`src/strap_map.svh`:
```
`ifndef STRAP_MAP_SVH
`define STRAP_MAP_SVH

// Register byte offsets on the register bus
`define OFF_GC24        8'h00
`define OFF_GC26        8'h04
`define OFF_ACT         8'h08
`define OFF_WDC         8'h0C
`define OFF_CTRL_A      8'h10
`define OFF_CTRL_B      8'h14
`define OFF_STS_A       8'h18
`define OFF_STS_B       8'h1C

// Field positions in the configuration registers
`define GC24_DEFCLR_BIT 0
`define GC24_KBC_BIT    2
`define GC24_BIT6_BIT   6
`define GC26_PORT_BIT   6
`define ACT_WDOG_BIT    0

// Field positions in the channel control register
`define CTRL_DTR_BIT    0
`define CTRL_RTS_BIT    1
`define CTRL_TXD_BIT    4

// Field positions in the channel status register
`define STS_CTS_BIT     4
`define STS_SIN_BIT     8

// Reset values
`define CFG_RST         8'h00
`define CTRL_RST        8'h10
`define WDOG_LOAD       8'h0A

// Widths and strap vector positions
`define ADDR_W          8
`define MODEM_W         4
`define SYNC_W          15
`define STRAP_W         5
`define STRAP_PORT      0
`define STRAP_WDOG      1
`define STRAP_DEFCLR    2
`define STRAP_KBC       3
`define STRAP_BIT6      4

`endif

```
`src/strap_pkg.sv`:
```
package strap_pkg;

	// Register selected by an address decode
	typedef enum logic [3:0] {
		SEL_GC24   = 4'b0000,
		SEL_GC26   = 4'b0001,
		SEL_ACT    = 4'b0010,
		SEL_WDC    = 4'b0011,
		SEL_CTRL_A = 4'b0100,
		SEL_CTRL_B = 4'b0101,
		SEL_STS_A  = 4'b0110,
		SEL_STS_B  = 4'b0111,
		SEL_NONE   = 4'b1111
	} reg_sel_t;

	// Bus response codes used by the slave
	typedef enum logic [1:0] {
		RESP_OKAY   = 2'b00,
		RESP_SLVERR = 2'b10
	} axi_resp_t;

	// One configuration byte
	typedef logic [7:0] cfg_byte_t;

endpackage : strap_pkg

```
`src/uart_pin_strap_config.sv`:
```
// Added by the designer: the register addresses and register access over AXI4-Lite.
`timescale 1ns/1ps
`include "strap_map.svh"

// Notes on behaviour
// - Clear-to-send shown at status bit 4.
// - Request-to-send pin low when ready to send.
// - Channel A request strap sets port select.
// - Channel B request strap enables watchdog, count 0x0A.
// - Channel A terminal strap sets default-clear bit.
// - Channel A output strap enables keyboard controller.
// - Channel B output strap sets bit six.
// - Terminal-ready pin low when ready to talk.
// - Serial input pin received per channel.
// - Serial output driven only after reset ends.
module uart_pin_strap_config
	import strap_pkg::*;
(
	input  wire logic              aclk,
	input  wire logic              aresetn,
	input  wire logic [`ADDR_W-1:0] awaddr,
	input  wire logic              awvalid,
	output logic                   awready,
	input  wire logic [31:0]       wdata,
	input  wire logic [3:0]        wstrb,
	input  wire logic              wvalid,
	output logic                   wready,
	output logic      [1:0]        bresp,
	output logic                   bvalid,
	input  wire logic              bready,
	input  wire logic [`ADDR_W-1:0] araddr,
	input  wire logic              arvalid,
	output logic                   arready,
	output logic      [31:0]       rdata,
	output logic      [1:0]        rresp,
	output logic                   rvalid,
	input  wire logic              rready,
	input  wire logic              clear_to_send_a_n,
	input  wire logic              clear_to_send_b_n,
	input  wire logic              set_ready_a_n,
	input  wire logic              set_ready_b_n,
	input  wire logic              carrier_detect_a_n,
	input  wire logic              carrier_detect_b_n,
	input  wire logic              ring_indicate_a_n,
	input  wire logic              ring_indicate_b_n,
	input  wire logic              serial_in_a,
	input  wire logic              serial_in_b,
	input  wire logic              request_send_a_n_i,
	output logic                   request_send_a_n_o,
	output logic                   request_send_a_n_oe,
	input  wire logic              request_send_b_n_i,
	output logic                   request_send_b_n_o,
	output logic                   request_send_b_n_oe,
	input  wire logic              terminal_ready_a_n_i,
	output logic                   terminal_ready_a_n_o,
	output logic                   terminal_ready_a_n_oe,
	output logic                   terminal_ready_b_n_o,
	output logic                   terminal_ready_b_n_oe,
	input  wire logic              serial_out_a_i,
	output logic                   serial_out_a_o,
	output logic                   serial_out_a_oe,
	input  wire logic              serial_out_b_i,
	output logic                   serial_out_b_o,
	output logic                   serial_out_b_oe,
	output logic                   cfg_port_addr_sel,
	output logic                   watchdog_enable,
	output logic      [7:0]        watchdog_count,
	output logic                   default_clear,
	output logic                   keyboard_ctrl_enable_bit,
	output logic                   cfg_bit_six
);

	// Address decode, shared by the write and read paths
	function automatic reg_sel_t decode(input logic [`ADDR_W-1:0] a);
		reg_sel_t s;
		unique case (a)
			`OFF_GC24:   s = SEL_GC24;
			`OFF_GC26:   s = SEL_GC26;
			`OFF_ACT:    s = SEL_ACT;
			`OFF_WDC:    s = SEL_WDC;
			`OFF_CTRL_A: s = SEL_CTRL_A;
			`OFF_CTRL_B: s = SEL_CTRL_B;
			`OFF_STS_A:  s = SEL_STS_A;
			`OFF_STS_B:  s = SEL_STS_B;
			default:     s = SEL_NONE;
		endcase
		return s;
	endfunction : decode

	// Byte registers live in lane 0; other lanes are ignored
	function automatic cfg_byte_t merge8(input cfg_byte_t old,
		input logic [31:0] d, input logic [3:0] be);
		return be[0] ? d[7:0] : old;
	endfunction : merge8

	// Pin inputs, gathered for one synchroniser
	logic [`SYNC_W-1:0]  pins_raw;      // Raw pin levels
	logic [`SYNC_W-1:0]  pins_s;        // Synchronised levels
	logic [`STRAP_W-1:0] strap_q;       // Frozen strap levels
	logic                strap_load;    // Pulse after release

	// Configuration and channel registers
	cfg_byte_t           gc24_q;        // Global config 24
	cfg_byte_t           gc26_q;        // Global config 26
	cfg_byte_t           act_q;         // Device activate
	cfg_byte_t           wdc_q;         // Watchdog count
	cfg_byte_t           ctrl_q [2];    // Modem control, A and B
	logic [`MODEM_W-1:0] line_now [2];  // Modem lines, active high
	logic [`MODEM_W-1:0] line_prev_q [2]; // Last seen modem lines
	logic [`MODEM_W-1:0] delta_q [2];   // Sticky change flags
	logic [`MODEM_W-1:0] delta_set [2]; // Change seen this cycle
	logic [1:0]          sts_clr;       // Status read taken
	logic [31:0]         sts_word [2];  // Status read value

	// Bus slave state
	logic                aw_hold_q;     // Write address held
	logic                w_hold_q;      // Write data held
	logic [`ADDR_W-1:0]  waddr_q;       // Held write address
	logic [31:0]         wdata_q;       // Held write data
	logic [3:0]          wstrb_q;       // Held write strobes
	logic                aw_take;       // Address handshake
	logic                w_take;        // Data handshake
	logic                wr_fire;       // Both halves present
	logic                aw_hold_d;     // Next address hold
	logic                w_hold_d;      // Next data hold
	logic                bvalid_d;      // Next response valid
	logic                ar_take;       // Read handshake
	logic                rvalid_d;      // Next read valid
	reg_sel_t            wsel;          // Decoded write target
	reg_sel_t            rsel;          // Decoded read target
	logic [31:0]         rd_word;       // Read mux output

	// Pins cross into the clock domain before anything reads them
	assign pins_raw = {serial_out_b_i, serial_out_a_i,
		terminal_ready_a_n_i, request_send_b_n_i, request_send_a_n_i,
		serial_in_b, serial_in_a, ring_indicate_b_n, ring_indicate_a_n,
		carrier_detect_b_n, carrier_detect_a_n, set_ready_b_n,
		set_ready_a_n, clear_to_send_b_n, clear_to_send_a_n};

	pin_sync #(
		.W(`SYNC_W)
	) u_sync (
		.aclk   (aclk),
		.async_i(pins_raw),
		.sync_o (pins_s)
	);

	// Strap capture sits on the shared output pins
	strap_capture u_straps (
		.aclk      (aclk),
		.aresetn   (aresetn),
		.strap_pins(pins_s[14:10]),
		.strap_q   (strap_q),
		.load_q    (strap_load)
	);

	// Modem lines per channel, turned active high for software
	always_comb begin
		for (int ch = 0; ch < 2; ch++) begin
			line_now[ch] = ~{pins_s[4+ch], pins_s[6+ch],
				pins_s[2+ch], pins_s[ch]};
			delta_set[ch][0] = line_now[ch][0] ^ line_prev_q[ch][0];
			delta_set[ch][1] = line_now[ch][1] ^ line_prev_q[ch][1];
			// Ring flag only on the end of a ring pulse
			delta_set[ch][2] = line_prev_q[ch][2] & ~line_now[ch][2];
			delta_set[ch][3] = line_now[ch][3] ^ line_prev_q[ch][3];
			sts_word[ch] = {23'h000000, pins_s[8+ch], line_now[ch],
				delta_q[ch]};
		end
	end

	// Status reads clear the change flags of that channel
	assign sts_clr[0] = ar_take && (rsel == SEL_STS_A);
	assign sts_clr[1] = ar_take && (rsel == SEL_STS_B);

	// Change flags: a new event wins over a clear in the same cycle
	always_ff @(posedge aclk) begin
		if (!aresetn) begin
			for (int ch = 0; ch < 2; ch++) begin
				line_prev_q[ch] <= 4'h0;
				delta_q[ch]     <= 4'h0;
			end
		end else begin
			for (int ch = 0; ch < 2; ch++) begin
				line_prev_q[ch] <= line_now[ch];
				delta_q[ch] <= (delta_q[ch] & ~{4{sts_clr[ch]}})
					| delta_set[ch];
			end
		end
	end

	// Write channel bookkeeping
	assign aw_take   = awvalid && awready;
	assign w_take    = wvalid && wready;
	assign wr_fire   = aw_hold_q && w_hold_q && !bvalid;
	assign aw_hold_d = (aw_hold_q || aw_take) && !wr_fire;
	assign w_hold_d  = (w_hold_q || w_take) && !wr_fire;
	assign bvalid_d  = wr_fire || (bvalid && !bready);
	assign wsel      = decode(waddr_q);

	// Write address and data are taken in either order and held
	always_ff @(posedge aclk) begin
		if (!aresetn) begin
			aw_hold_q <= 1'b0;
			w_hold_q  <= 1'b0;
			awready   <= 1'b0;
			wready    <= 1'b0;
			bvalid    <= 1'b0;
			bresp     <= RESP_OKAY;
		end else begin
			aw_hold_q <= aw_hold_d;
			w_hold_q  <= w_hold_d;
			// Each ready only while its own half is not held and no answer pending
			awready   <= !aw_hold_d && !bvalid_d;
			wready    <= !w_hold_d && !bvalid_d;
			bvalid    <= bvalid_d;
			if (wr_fire) begin
				bresp <= (wsel == SEL_NONE) ? RESP_SLVERR : RESP_OKAY;
			end
		end
	end

	// Payload capture, no reset needed on data
	always_ff @(posedge aclk) begin
		if (aw_take) begin
			waddr_q <= awaddr;
		end
		if (w_take) begin
			wdata_q <= wdata;
			wstrb_q <= wstrb;
		end
	end

	// Configuration bytes: straps seed them, software may rewrite
	always_ff @(posedge aclk) begin
		if (!aresetn) begin
			gc24_q <= `CFG_RST;
			gc26_q <= `CFG_RST;
			act_q  <= `CFG_RST;
			wdc_q  <= `CFG_RST;
		end else if (strap_load) begin
			gc24_q <= `CFG_RST;
			gc26_q <= `CFG_RST;
			act_q  <= `CFG_RST;
			gc26_q[`GC26_PORT_BIT] <= strap_q[`STRAP_PORT];
			act_q[`ACT_WDOG_BIT] <= strap_q[`STRAP_WDOG];
			// Watchdog count only seeded when the strap enables it
			wdc_q <= strap_q[`STRAP_WDOG] ? `WDOG_LOAD
				: `CFG_RST;
			gc24_q[`GC24_DEFCLR_BIT] <= strap_q[`STRAP_DEFCLR];
			gc24_q[`GC24_KBC_BIT] <= strap_q[`STRAP_KBC];
			gc24_q[`GC24_BIT6_BIT] <= strap_q[`STRAP_BIT6];
		end else if (wr_fire) begin
			unique case (wsel)
				SEL_GC24: gc24_q <= merge8(gc24_q, wdata_q, wstrb_q);
				SEL_GC26: gc26_q <= merge8(gc26_q, wdata_q, wstrb_q);
				SEL_ACT:  act_q  <= merge8(act_q, wdata_q, wstrb_q);
				SEL_WDC:  wdc_q  <= merge8(wdc_q, wdata_q, wstrb_q);
				// Other targets do not touch these bytes
				default: ;
			endcase
		end
	end

	// Channel control bytes
	always_ff @(posedge aclk) begin
		if (!aresetn) begin
			ctrl_q[0] <= `CTRL_RST;
			ctrl_q[1] <= `CTRL_RST;
		end else if (wr_fire) begin
			if (wsel == SEL_CTRL_A) begin
				ctrl_q[0] <= merge8(ctrl_q[0], wdata_q, wstrb_q);
			end
			if (wsel == SEL_CTRL_B) begin
				ctrl_q[1] <= merge8(ctrl_q[1], wdata_q, wstrb_q);
			end
		end
	end

	// Read channel
	assign ar_take  = arvalid && arready;
	assign rvalid_d = ar_take || (rvalid && !rready);
	assign rsel     = decode(araddr);

	// Read mux; unmapped reads return zero
	always_comb begin
		rd_word = 32'h00000000;
		unique case (rsel)
			SEL_GC24:   rd_word[7:0] = gc24_q;
			SEL_GC26:   rd_word[7:0] = gc26_q;
			SEL_ACT:    rd_word[7:0] = act_q;
			SEL_WDC:    rd_word[7:0] = wdc_q;
			SEL_CTRL_A: rd_word[7:0] = ctrl_q[0];
			SEL_CTRL_B: rd_word[7:0] = ctrl_q[1];
			SEL_STS_A:  rd_word = sts_word[0];
			SEL_STS_B:  rd_word = sts_word[1];
			default:    rd_word = 32'h00000000;
		endcase
	end

	// One read at a time; data held until rready
	always_ff @(posedge aclk) begin
		if (!aresetn) begin
			arready <= 1'b0;
			rvalid  <= 1'b0;
			rdata   <= 32'h00000000;
			rresp   <= RESP_OKAY;
		end else begin
			arready <= !rvalid_d;
			rvalid  <= rvalid_d;
			if (ar_take) begin
				rdata <= rd_word;
				rresp <= (rsel == SEL_NONE) ? RESP_SLVERR : RESP_OKAY;
			end
		end
	end

	// Shared pins stay undriven in reset so straps can be read.
	// Drivers turn on one cycle after the straps have frozen.
	always_ff @(posedge aclk) begin
		if (!aresetn) begin
			request_send_a_n_oe   <= 1'b0;
			request_send_b_n_oe   <= 1'b0;
			terminal_ready_a_n_oe <= 1'b0;
			terminal_ready_b_n_oe <= 1'b0;
			serial_out_a_oe       <= 1'b0;
			serial_out_b_oe       <= 1'b0;
		end else if (strap_load) begin
			request_send_a_n_oe   <= 1'b1;
			request_send_b_n_oe   <= 1'b1;
			terminal_ready_a_n_oe <= 1'b1;
			terminal_ready_b_n_oe <= 1'b1;
			serial_out_a_oe       <= 1'b1;
			serial_out_b_oe       <= 1'b1;
		end
	end

	// Pin levels: inactive high and line idle (mark) after reset
	always_ff @(posedge aclk) begin
		if (!aresetn) begin
			request_send_a_n_o   <= 1'b1;
			request_send_b_n_o   <= 1'b1;
			terminal_ready_a_n_o <= 1'b1;
			terminal_ready_b_n_o <= 1'b1;
			serial_out_a_o       <= 1'b1;
			serial_out_b_o       <= 1'b1;
		end else begin
			request_send_a_n_o <= ~ctrl_q[0][`CTRL_RTS_BIT];
			request_send_b_n_o <= ~ctrl_q[1][`CTRL_RTS_BIT];
			terminal_ready_a_n_o <= ~ctrl_q[0][`CTRL_DTR_BIT];
			terminal_ready_b_n_o <= ~ctrl_q[1][`CTRL_DTR_BIT];
			serial_out_a_o <= ctrl_q[0][`CTRL_TXD_BIT];
			serial_out_b_o <= ctrl_q[1][`CTRL_TXD_BIT];
		end
	end

	// Decoded configuration, straight from the register bits
	assign cfg_port_addr_sel        = gc26_q[`GC26_PORT_BIT];
	assign watchdog_enable          = act_q[`ACT_WDOG_BIT];
	assign watchdog_count           = wdc_q;
	assign default_clear            = gc24_q[`GC24_DEFCLR_BIT];
	assign keyboard_ctrl_enable_bit = gc24_q[`GC24_KBC_BIT];
	assign cfg_bit_six              = gc24_q[`GC24_BIT6_BIT];

endmodule : uart_pin_strap_config

```
`src/pin_sync.sv`:
```
`timescale 1ns/1ps
`include "strap_map.svh"

// Two-stage synchroniser for every pin that enters the block
module pin_sync #(
	parameter int W = `SYNC_W
) (
	input  wire logic         aclk,
	input  wire logic [W-1:0] async_i,
	output logic      [W-1:0] sync_o
);

	logic [W-1:0] stage1_q; // Only the second stage reads this

	// Plain data path, no reset needed on a synchroniser
	always_ff @(posedge aclk) begin
		stage1_q <= async_i;
		sync_o   <= stage1_q;
	end

endmodule : pin_sync

```
`src/strap_capture.sv`:
```
`timescale 1ns/1ps
`include "strap_map.svh"

// Follows the strap pins during reset, freezes them at release
module strap_capture
	import strap_pkg::*;
(
	input  wire logic                aclk,
	input  wire logic                aresetn,
	input  wire logic [`STRAP_W-1:0] strap_pins,
	output logic      [`STRAP_W-1:0] strap_q,
	output logic                     load_q
);

	logic in_reset_q; // High while reset held

	// Track straps while in reset; value at release edge stays
	always_ff @(posedge aclk) begin
		if (!aresetn) begin
			strap_q <= strap_pins;
		end
	end

	// One-cycle load pulse right after the release
	always_ff @(posedge aclk) begin
		if (!aresetn) begin
			in_reset_q <= 1'b1;
			load_q     <= 1'b0;
		end else begin
			in_reset_q <= 1'b0;
			load_q     <= in_reset_q;
		end
	end

endmodule : strap_capture

```
`config.mk`:
```
export PLATFORM = sky130hd
export DESIGN_NAME = uart_pin_strap_config
export DESIGN_NICKNAME = d
export VERILOG_FILES = /design/src/strap_pkg.sv /design/src/uart_pin_strap_config.sv /design/src/pin_sync.sv /design/src/strap_capture.sv
export VERILOG_INCLUDE_DIRS = /design/src
export SDC_FILE = /design/constraint.sdc
export NUM_CORES = 1
export LEC_CHECK = 0
export BUFFER_PORTS_ARGS = -buffer_cell sky130_fd_sc_hd__buf_2
export CORE_MARGIN = 2
export CORE_UTILIZATION = 34
export CTS_CLUSTER_SIZE = 20
export DETAILED_ROUTE_END_ITERATION = 16
export MAX_ROUTING_LAYER = met4
export PLACE_DENSITY = 0.54
export SYNTH_ARGS = -nofsm -noshare
export SYNTH_HDL_FRONTEND = slang
export SYNTH_HIERARCHICAL = 1
export SYNTH_SLANG_ARGS = --single-unit
export TNS_END_PERCENT = 1
```
`constraint.sdc`:
```
create_clock -name aclk -period 5.6 [get_ports aclk]
set_input_delay 0.56 -clock aclk [delete_from_list [all_inputs] [get_ports aclk]]
set_output_delay 0.56 -clock aclk [all_outputs]
set_load 0.005 [all_outputs]
```
==> results_dict.tcl, run 1 <==
set metrics [dict create \
    run_status "finished, final reports clean" \
    hold_path_startpoint "clear_to_send_a_n" \
    relSlewSlack_pct 41.0 \
    synthesis.area_per_instance_sq_um 11.8 \
    antenna_found_initial 0 \
    yosys_warnings 6 \
    path_clk_slew_ns 0.06 \
    floorplan.io_pins 140 \
    power_per_cell_area_nw_per_um2 366 \
    worst_hold_path_type "in2reg" \
    ys.flop_type "sky130_fd_sc_hd__dfxtp_1" \
    area_growth_pct 20.1 \
    cp-start-kind "primary input" \
    worstSkewPairLatency_ns 0.42 \
    max_cap_violations 0 \
    dr.first_iter.drc_count 237 \
    final_area_sq_um 6530 \
    drt_first_pass_iters 4 \
    detailed_place_hpwl_um 8750 \
    layout_min_cycle_time_ns 1.95 \
    floorplan.rows 46 \
    numCtsBuffers 17 \
    gp_routability_congestion 0.791 \
    track_usage_pct 15.3 \
    cts_hold_buffers 0 \
    critPathKind "in2reg" \
    worstPathCellList "buf_2, inv_1, nor2_1, a2bb2oi_1, o21ai_0" \
    grt_pass1_vias 3400 \
    maximum_number_of_pins_on_one_net_before_global_route_repair 35 \
    grt_setup_unrepaired "false" \
    slowest_cell_on_crit_path "sky130_fd_sc_hd__nor2_1" \
    slowest_delay_ns 0.51 \
    hold_depth 1 \
    avgRoutedWirePerCell_um 15.6 \
    cts.sinks 147 \
    setup_violations 0 \
    post_synth_instance_area_sq_um 5440 \
    power.leakage_nw 2.86 \
    hold-path-endpoint "u_sync/stage1_q[0]" \
    core_sq_um 15800 \
    grt_pass1_wl_um 18600 \
    die_width_um 130 \
    report.final.hold_viol_count 0 \
    detail-route-antenna-nets 0 \
    ys_seq_area_share_pct 61.1 \
    yosys_register_bits 147 \
    finalMaxSlewViolations 0 \
    min_period_over_period_pct 34.7 \
    routed_wl_um 12100 \
    antenna_cells 0 \
    timing.fmax_mhz 514 \
    arrival_ns 2.29 \
    max_slew.worst_pin.slew_ns 0.879 \
    skew_ns 0.00691 \
    final.hold.worst_slack_ns 0.235 \
    crit-reg2reg-capture "ctrl_q[0][9]" \
    cts_buffer_depth 2 \
    synth.distinct_cells 50 \
    placedInstanceArea_sq_um 5950 \
    start_util_pct 34.5 \
    vdd_ir_drop_max_mv 0.260 \
    vias 3581 \
    postSynth.asyncResetShare_pct 0 \
    reg2reg_slack_ns 3.79 \
    floorplan.die.height_um 130 \
    post-route-worst-setup-slack_ns 3.65 \
    worst-path-max-fanout 34 \
    critical_path.reg2reg.startpoint "waddr_q[6]" \
    detail_route.drc_violations 0 \
    number_of_enable_type_register_cells_in_the_synthesized_netlist 38 \
    global_route.overflow_total 0 \
    end_kind "register" \
    port_buffers 87 \
    final.setup.tns_ns 0 \
    dp_slack_ns 3.18 \
    post_syn_instances 459 \
    nets 618 \
    per_cell_via_count_in_the_routed_design 4.63 \
    worst_r2r_path_cells 5 \
    cts_setup_buffers 0 \
    critical_path_required_ns 5.95 \
    floorplan_die_area_sq_um 17000 \
    cts.htree.levels 4 \
    cts-root-buf "sky130_fd_sc_hd__clkbuf_16" \
    post_route_cells_drive_above_1_share_pct 25.3 \
    clock_tree_from_tritoncts "built" \
    post_cts_resize_count 0 \
]
[metal layers]
metal	up-vias	track usage [%]	share of wire, %
li1	1751	-	-
met1	1702	18.6	44
met2	112	24.1	49
met3	16	4.48	4.6
met4	0	6.20	1.7
met5	-	-	0
[worst max-delay path: cells and delay by family]
| kind | cells | cell delay [ns] |
|---|---|---|
| and+or+nand+nor | 1 | 0.51 |
| buffers and inverters | 2 | 0.98 |
| AOI/OAI and AO/OA | 2 | 0.22 |
[how the worst max path moves through the flow]
stage               cells after the start  startpoint            to
floorplan                               4  waddr_q[6]  ctrl_q[0][0]
global placement                        5     aresetn      rdata[2]
detailed placement                      5     aresetn      rdata[0]
CTS                                     5     aresetn      rdata[0]
global route                            5     aresetn      rdata[1]
finish                                  5     aresetn      rdata[0]
[sequential cells by signal, summed over array words and instances, names as in the netlist, 9 cells and up, named ones only]
register and flops:
ctrl_q 16, rdata 9, u_sync/stage1_q 15, u_sync/sync_o 15
[synth_stat cells (5+ instances only)]
| library cell | n | share of area, % |
|---|---|---|
| sky130_fd_sc_hd__a221oi_1 | 7 | 1.1 |
| sky130_fd_sc_hd__dfxtp_1 | 109 | 40 |
| sky130_fd_sc_hd__nand2_1 | 19 | 1.3 |
| sky130_fd_sc_hd__o21ai_0 | 28 | 2.6 |
| sky130_fd_sc_hd__xnor2_1 | 6 | 0.97 |
| sky130_fd_sc_hd__nor2b_1 | 6 | 0.69 |
| sky130_fd_sc_hd__buf_2 | 6 | 0.55 |
| sky130_fd_sc_hd__inv_1 | 7 | 0.48 |
| sky130_fd_sc_hd__buf_4 | 31 | 4.3 |
| sky130_fd_sc_hd__nand2b_1 | 6 | 0.69 |
| sky130_fd_sc_hd__and2_1 | 13 | 1.5 |
| sky130_fd_sc_hd__mux2i_1 | 33 | 6.1 |
| sky130_fd_sc_hd__nor2_1 | 48 | 3.3 |
| sky130_fd_sc_hd__clkbuf_1 | 10 | 0.69 |
| sky130_fd_sc_hd__edfxtp_1 | 38 | 21 |
| sky130_fd_sc_hd__a22o_1 | 6 | 0.97 |
| sky130_fd_sc_hd__mux2_2 | 15 | 3.1 |
| sky130_fd_sc_hd__a21oi_1 | 14 | 1.3 |
| sky130_fd_sc_hd__and3_1 | 5 | 0.58 |
[stage by stage]
step / instances / power [mW] / utilization [%]
2_1_floorplan: 483 / 1.26 / -
3_3_place_gp: 741 / 1.30 / 37.7
5_1_grt: 773 / 2.48 / 41.4
4_1_cts: 773 / 2.42 / 41.4
6_report: 773 / 2.39 / 41.4
3_5_place_dp: 741 / 1.31 / 37.7
[cell families after synthesis]
logic type,Yosys count,share of synthesized area [%]
XOR/XNOR,6,0.967
AO/OA/AOI/OAI,80,9.76
buffers and inverters,54,6.01
multiplexers,48,9.18
flip-flops,147,61.1
AND/OR/NAND/NOR,123,12.9
other,1,0.0690
[power by group]
part | total [mW] | leakage [nW] | switching [mW] | internal, mW
Combinational | 0.117 | 1.32 | 0.0665 | 0.0505
Clock | 1.11 | 0.279 | 0.440 | 0.666
Sequential | 1.16 | 1.26 | 0.0290 | 1.14
[cell usage in the layout (no fill, tap or decap), types with 3 or more instances in the layout]
cell	netlist	routed
sky130_fd_sc_hd__inv_1	7	7
sky130_fd_sc_hd__dfxtp_1	109	109
sky130_fd_sc_hd__nand2_1	19	19
sky130_fd_sc_hd__mux2_2	15	15
sky130_fd_sc_hd__edfxtp_1	38	38
sky130_fd_sc_hd__and2_1	13	13
sky130_fd_sc_hd__a21oi_1	14	14
sky130_fd_sc_hd__mux2i_1	33	33
sky130_fd_sc_hd__o211ai_1	4	4
sky130_fd_sc_hd__a21o_1	3	3
sky130_fd_sc_hd__nand3_1	3	3
sky130_fd_sc_hd__xnor2_1	6	6
sky130_fd_sc_hd__clkbuf_16	0	19
sky130_fd_sc_hd__a2bb2oi_1	4	4
sky130_fd_sc_hd__clkbuf_1	10	3
sky130_fd_sc_hd__a22o_1	6	6
sky130_fd_sc_hd__a221oi_1	7	7
sky130_fd_sc_hd__nor2_1	48	48
sky130_fd_sc_hd__nor3_1	4	4
sky130_fd_sc_hd__nor2b_1	6	6
sky130_fd_sc_hd__conb_1	1	25
sky130_fd_sc_hd__buf_2	6	87
sky130_fd_sc_hd__and3_1	5	5
sky130_fd_sc_hd__a22oi_1	4	4
sky130_fd_sc_hd__o21ai_0	28	28
sky130_fd_sc_hd__nand2b_1	6	6
[final cells by class]
type,instances,area (sq um)
clock inverter,10,95.1
timing repair buffer,89,450
inverter,7,26.3
multi-input combinational,282,1880
fill,1538,9240
tap,216,270
clock buffer,22,487
sequential,147,3320
Note: power is estimated with default switching activity, not from simulation.
==> run 2, diff against run 1 <==
PLACE_DENSITY = 0.56   (was 0.54)
clock period = 1.73 ns   (was 5.6 ns; I/O delays follow)
==> results_dict.tcl, run 2 (same netlist as run 1, synthesis figures left out) <==
set metrics [dict create \
    max_slew.worst_pin.slew_ns 0.850 \
    min_period_over_period_pct 100 \
    drt_first_pass_iters 4 \
    setup_violations 1 \
    critical_path.reg2reg.startpoint "waddr_q[7]" \
    max_cap_violations 0 \
    slowest_delay_ns 0.43 \
    area_growth_pct 27.5 \
    post-route-worst-setup-slack_ns -0.00293 \
    grt_pass1_wl_um 19700 \
    multiInputGateArea_sq_um 1880 \
    skew_ns 0.00814 \
    met2_usage_pct 26.5 \
    vdd_ir_drop_max_mv 0.840 \
    placed_instances 755 \
    arrival_ns 1.85 \
    die_width_um 130 \
    routed_wl_um 12500 \
    timing.fmax_mhz 577 \
    antenna_cells 0 \
    end_kind "register" \
    grt_pass1_vias 3762 \
    cp-start-kind "register" \
    clock_tree_from_tritoncts "built" \
    track_usage_pct 16.2 \
    layout_min_cycle_time_ns 1.73 \
    maximum_number_of_pins_on_one_net_before_global_route_repair 25 \
    layout_commonest_cell "sky130_fd_sc_hd__dfxtp_1" \
    final_cells 820 \
    vias 3782 \
    worst_hold_path_type "in2reg" \
    cts_buffer_depth 2 \
    cts.htree.levels 4 \
    placedInstanceArea_sq_um 6050 \
    most_used_cells_in_the_layout_excluding_fill_and_tap_cells "sky130_fd_sc_hd__dfxtp_1 (109), sky130_fd_sc_hd__buf_2 (87), sky130_fd_sc_hd__nor2_1 (48)" \
    post_route_cells_drive_above_1_share_pct 26.7 \
    antenna_found_initial 0 \
    path_delay_family "simple AND/OR/NAND/NOR gates" \
    cts-root-buf "sky130_fd_sc_hd__clkbuf_16" \
    area.sequential_sq_um 3320 \
    grt-busiest-layer "met2" \
    grt_setup_unrepaired "true" \
    n_fill_cell 1497 \
    final_area_sq_um 6930 \
    report.final.hold_viol_count 0 \
    power.leakage_nw 3.06 \
    worst-path-max-fanout 8 \
    path_clk_slew_ns 0.06 \
    detailed_place_hpwl_um 9110 \
    floorplan.io_pins 140 \
    global_route.usage.met1_pct 19.0 \
    run_status "complete, but fails checks" \
    floorplan.die.height_um 130 \
    final_core_util_pct 43.9 \
    gp_routability_congestion 0.834 \
    cts.sinks 147 \
    port_buffers 87 \
    nets 665 \
    worst_r2r_path_cells 5 \
    worstSkewPairLatency_ns 0.42 \
    floorplan_die_area_sq_um 17000 \
    detail_route.drc_violations 0 \
    registers.top_by_ff_count "ctrl_q" \
    core_sq_um 15800 \
    avgRoutedWirePerCell_um 15.2 \
    largest_reg_flops 16 \
    floorplan.rows 46 \
    grtUsageMet3_pct 3.99 \
    worstPathCellList "nor4_4, and2_4, nand4b_1, o21ai_1, buf_4" \
    dr.first_iter.drc_count 186 \
    largest_registers "ctrl_q: 16 flops, u_sync/stage1_q: 15 flops, u_sync/sync_o: 15 flops" \
    relSlewSlack_pct 42.9 \
    hold_depth 3 \
    hold_path_startpoint "bready" \
    slowest_cell_on_crit_path "sky130_fd_sc_hd__edfxtp_1" \
    critPathKind "reg2reg" \
    detail-route-antenna-nets 0 \
    start_util_pct 34.5 \
    reg2reg_slack_ns -0.003 \
    power_per_cell_area_nw_per_um2 1090 \
    worstPathBufferInverterCount 1 \
    violations_in_the_final_reports "negative setup slack" \
    per_cell_via_count_in_the_routed_design 4.61 \
    critical_path_required_ns 1.85 \
    finalMaxSlewViolations 0 \
    crit-reg2reg-capture "ctrl_q[0][12]" \
    numCtsBuffers 17 \
    hold-path-endpoint "bvalid" \
    final.hold.worst_slack_ns 0.0403 \
    global_route.overflow_total 0 \
]
## run 2: changes by cell type in the layout (fill, tap and decap cells not counted), sizes merged
| cell | before | now |
|---|---|---|
| clkinv | 4 | 9 |
| buf | 89 | 104 |
| bufinv | 1 | 0 |
| dlygate4sd3 | 0 | 32 |
| clkbuf | 22 | 18 |
## run 2: worst max path at each step
stage / from / cells past startpoint / endpoint
after floorplan: waddr_q[6] / 4 / ctrl_q[0][0]
after global placement: waddr_q[6] / 5 / ctrl_q[0][9]
after detailed placement: waddr_q[6] / 5 / ctrl_q[0][12]
after CTS: waddr_q[7] / 5 / ctrl_q[0][15]
after global routing: waddr_q[7] / 5 / ctrl_q[0][7]
final: waddr_q[7] / 5 / ctrl_q[0][12]
## run 2: area by class of cell
cell class	instances	area share, %
clock buffers	18	6.34
clock inverters	14	1.52
inverters	7	0.379
multi-input cells	282	27.1
flip-flops and latches	147	48.0
well taps	216	3.90
repair buffers	136	12.8
## run 2: stage by stage
| stage | power [mW] | setup slack (ns) | setup TNS [ns] |
|---|---|---|---|
| 2_1_floorplan | 4.09 | -0.130 | -2.08 |
| 6_report | 7.56 | -0.00293 | -0.00293 |
| 5_1_grt | 7.89 | -0.0821 | -1.28 |
| 3_5_place_dp | 4.25 | -0.00197 | -0.0102 |
| 4_1_cts | 7.64 | -0.00684 | -0.0237 |
| 3_3_place_gp | 4.23 | 0.00506 | 0 |
## run 2: tightest hold or removal path, delay by kind of cell
| kind | cells | cell delay (ns) |
|---|---|---|
| AOI/OAI and AO/OA | 1 | 0.06 |
| buffers and inverters | 1 | 0.07 |
| and+or+nand+nor | 1 | 0.10 |
## run 2: routing by layer
layer | part of all wire (%) | up-vias
met1 | 43 | 1785
met4 | 2.1 | 0
met5 | 0 | -
met3 | 4.2 | 22
li1 | - | 1851
met2 | 50 | 124
## run 2: what timing repair did
item | in CTS | in global routing
cloned | 0 | 0
pin swaps | 1 | 0
hold buffers | 32 | 0
resized for setup | 1 | 1
endpoints found under the hold margin | 35 | 0
buffers inserted | 0 | 1
endpoints found under the setup margin | 11 | 37
## run 2: power by group
group	leakage [nW]	total [mW]	internal, mW	switching, mW
sequential	1.26	3.77	3.67	0.0935
clock	0.267	3.33	1.88	1.45
combinational	1.53	0.463	0.230	0.232
total	3.06	7.56	5.78	1.78
==> run 3, diff against run 2 <==
GPL_ROUTABILITY_DRIVEN = 0   (was default)
PLACE_DENSITY = 0.54   (was 0.56)
clock period = 2.1 ns   (was 1.73 ns; I/O delays follow)
==> results_dict.tcl, run 3 (same netlist as run 1, synthesis figures left out) <==
set metrics [dict create \
    run_status "finished, final reports clean" \
    relSlewSlack_pct 55.7 \
    n_fill_cell 1488 \
    floorplan.die.height_um 130 \
    finalPower_mw 6.56 \
    grt_pass1_wl_um 18700 \
    path_clk_slew_ns 0.06 \
    power_per_cell_area_nw_per_um2 948 \
    pwr-share-comb_pct 5.6 \
    slowest_delay_ns 0.44 \
    final.setup.tns_ns 0 \
    dr.first_iter.drc_count 230 \
    finalMaxSlewViolations 0 \
    largest_registers "ctrl_q: 16 flops, u_sync/stage1_q: 15 flops, u_sync/sync_o: 15 flops" \
    worst-path-max-fanout 8 \
    critPathKind "reg2reg" \
    cp-start-kind "register" \
    vdd_ir_drop_max_mv 0.592 \
    cts.sinks 147 \
    reg2reg_slack_ns 0.27 \
    worst_hold_path_type "in2reg" \
    internal_power_mw 5.09 \
    timing.fmax_mhz 546 \
    setup_violations 0 \
    power.clock.fraction_pct 47.1 \
    antenna_found_initial 0 \
    core_sq_um 15800 \
    die_width_um 130 \
    final_core_util_pct 43.9 \
    per_cell_via_count_in_the_routed_design 4.63 \
    power.share.sequential_pct 47.3 \
    report.final.hold_viol_count 0 \
    antenna_cells 0 \
    cts.htree.levels 4 \
    floorplan_die_area_sq_um 17000 \
    detail-route-antenna-nets 0 \
    layout_commonest_cell "sky130_fd_sc_hd__dfxtp_1" \
    nets 657 \
    worstPathBufferInverterCount 1 \
    switchingPower_mw 1.47 \
    cts-root-buf "sky130_fd_sc_hd__clkbuf_16" \
    detail_route.drc_violations 0 \
    avgRoutedWirePerCell_um 15.1 \
    worstSkewPairLatency_ns 0.42 \
    worstPathCellList "nor4_4, and2_1, nand4b_1, o21ai_0, buf_4" \
    layout_min_cycle_time_ns 1.83 \
    floorplan.rows 46 \
    maximum_number_of_pins_on_one_net_before_global_route_repair 32 \
    critical_path_required_ns 2.22 \
    path_delay_family "simple AND/OR/NAND/NOR gates" \
    power.leakage_nw 3.03 \
    detailed_place_hpwl_um 8860 \
    max_slew.worst_pin.slew_ns 0.663 \
    start_util_pct 34.5 \
    most_used_cells_in_the_layout_excluding_fill_and_tap_cells "sky130_fd_sc_hd__dfxtp_1 (109), sky130_fd_sc_hd__buf_2 (87), sky130_fd_sc_hd__nor2_1 (48)" \
    vias 3763 \
    max_cap_violations 0 \
    global_route.overflow_total 0 \
    routed_wl_um 12300 \
    largest_reg_flops 16 \
    registers.top_by_ff_count "ctrl_q" \
    arrival_ns 1.95 \
    port_buffers 87 \
    cts_buffer_depth 2 \
    switching_share_pct 22.5 \
    drt_first_pass_iters 4 \
    end_kind "register" \
    min_period_over_period_pct 87.1 \
    skew_ns 0.00865 \
    post_route_cells_drive_above_1_share_pct 25.3 \
    post_cts_resize_count 0 \
    track_usage_pct 15.4 \
    slowest_cell_on_crit_path "sky130_fd_sc_hd__edfxtp_1" \
    grt_pass1_vias 3611 \
    final.hold.worst_slack_ns 0.0735 \
    area_growth_pct 27.4 \
    numCtsBuffers 17 \
    floorplan.io_pins 140 \
    clock_tree_from_tritoncts "built" \
    grt_setup_unrepaired "false" \
]
## run 3: cell types whose count changed in the layout (fill, tap and decap cells not counted), moves of 2 or more
cell	before	now
sky130_fd_sc_hd__buf_4	16	9
sky130_fd_sc_hd__clkinv_4	5	1
sky130_fd_sc_hd__bufinv_16	0	3
sky130_fd_sc_hd__clkinv_2	4	1
sky130_fd_sc_hd__clkinvlp_4	2	4
sky130_fd_sc_hd__o21ai_0	26	28
sky130_fd_sc_hd__o21ai_1	2	0
## run 3: area by class of cell
cell class / count / area [sq um] / share of cell area [%]
sequential: 147 / 3320 / 48.0
multi-input combinational: 282 / 1880 / 27.1
timing repair buffer: 128 / 823 / 11.9
clock buffer: 18 / 429 / 6.20
tap: 216 / 270 / 3.90
clock inverter: 14 / 175 / 2.53
inverter: 7 / 26.3 / 0.379
## run 3: timing repair
action / CTS / global route
setup buffers: 0 / 0
hold buffers: 32 / 0
hold endpoints to repair: 33 / 0
## run 3: through the flow
| step | cell area, sq um | setup slack, ns | std cells |
|---|---|---|---|
| floorplan | 5530 | 0.0359 | 483 |
| global placement | 6000 | 0.279 | 748 |
| detailed placement | 6000 | 0.277 | 748 |
| CTS | 6920 | 0.266 | 812 |
| global route | 6920 | 0.140 | 812 |
| finish | 6920 | 0.270 | 812 |
## run 3: power groups by stage
stage / Clock [mW] / Combinational (mW) / Sequential, mW
2_1_floorplan: 0 / 0.232 / 3.14
3_3_place_gp: 0 / 0.318 / 3.16
3_5_place_dp: 0 / 0.325 / 3.16
4_1_cts: 3.15 / 0.373 / 3.10
5_1_grt: 3.29 / 0.413 / 3.11
6_report: 3.09 / 0.370 / 3.10
## run 3: worst paths after layout
check,start,to,cells past startpoint
hold / removal,rready,rvalid,3
hold reg to reg,u_sync/stage1_q[6],u_sync/sync_o[6],0
setup / recovery,waddr_q[6],ctrl_q[0][1],5
setup reg to reg,waddr_q[6],ctrl_q[0][1],5
## run 3: worst reg2reg max path: cells and delay by family, from the launching register on
family                 cells  cell delay, ns
AOI/OAI and AO/OA          1            0.17
DFF                        1            0.44
buffers and inverters      1            0.22
and+or+nand+nor            3            0.71
## run 3: layer usage
layer	part of all wire (%)	GRT usage, %
met2	49	24.5
met4	1.6	6.01
met1	44	18.6
met3	5.6	4.56
met5	0	-
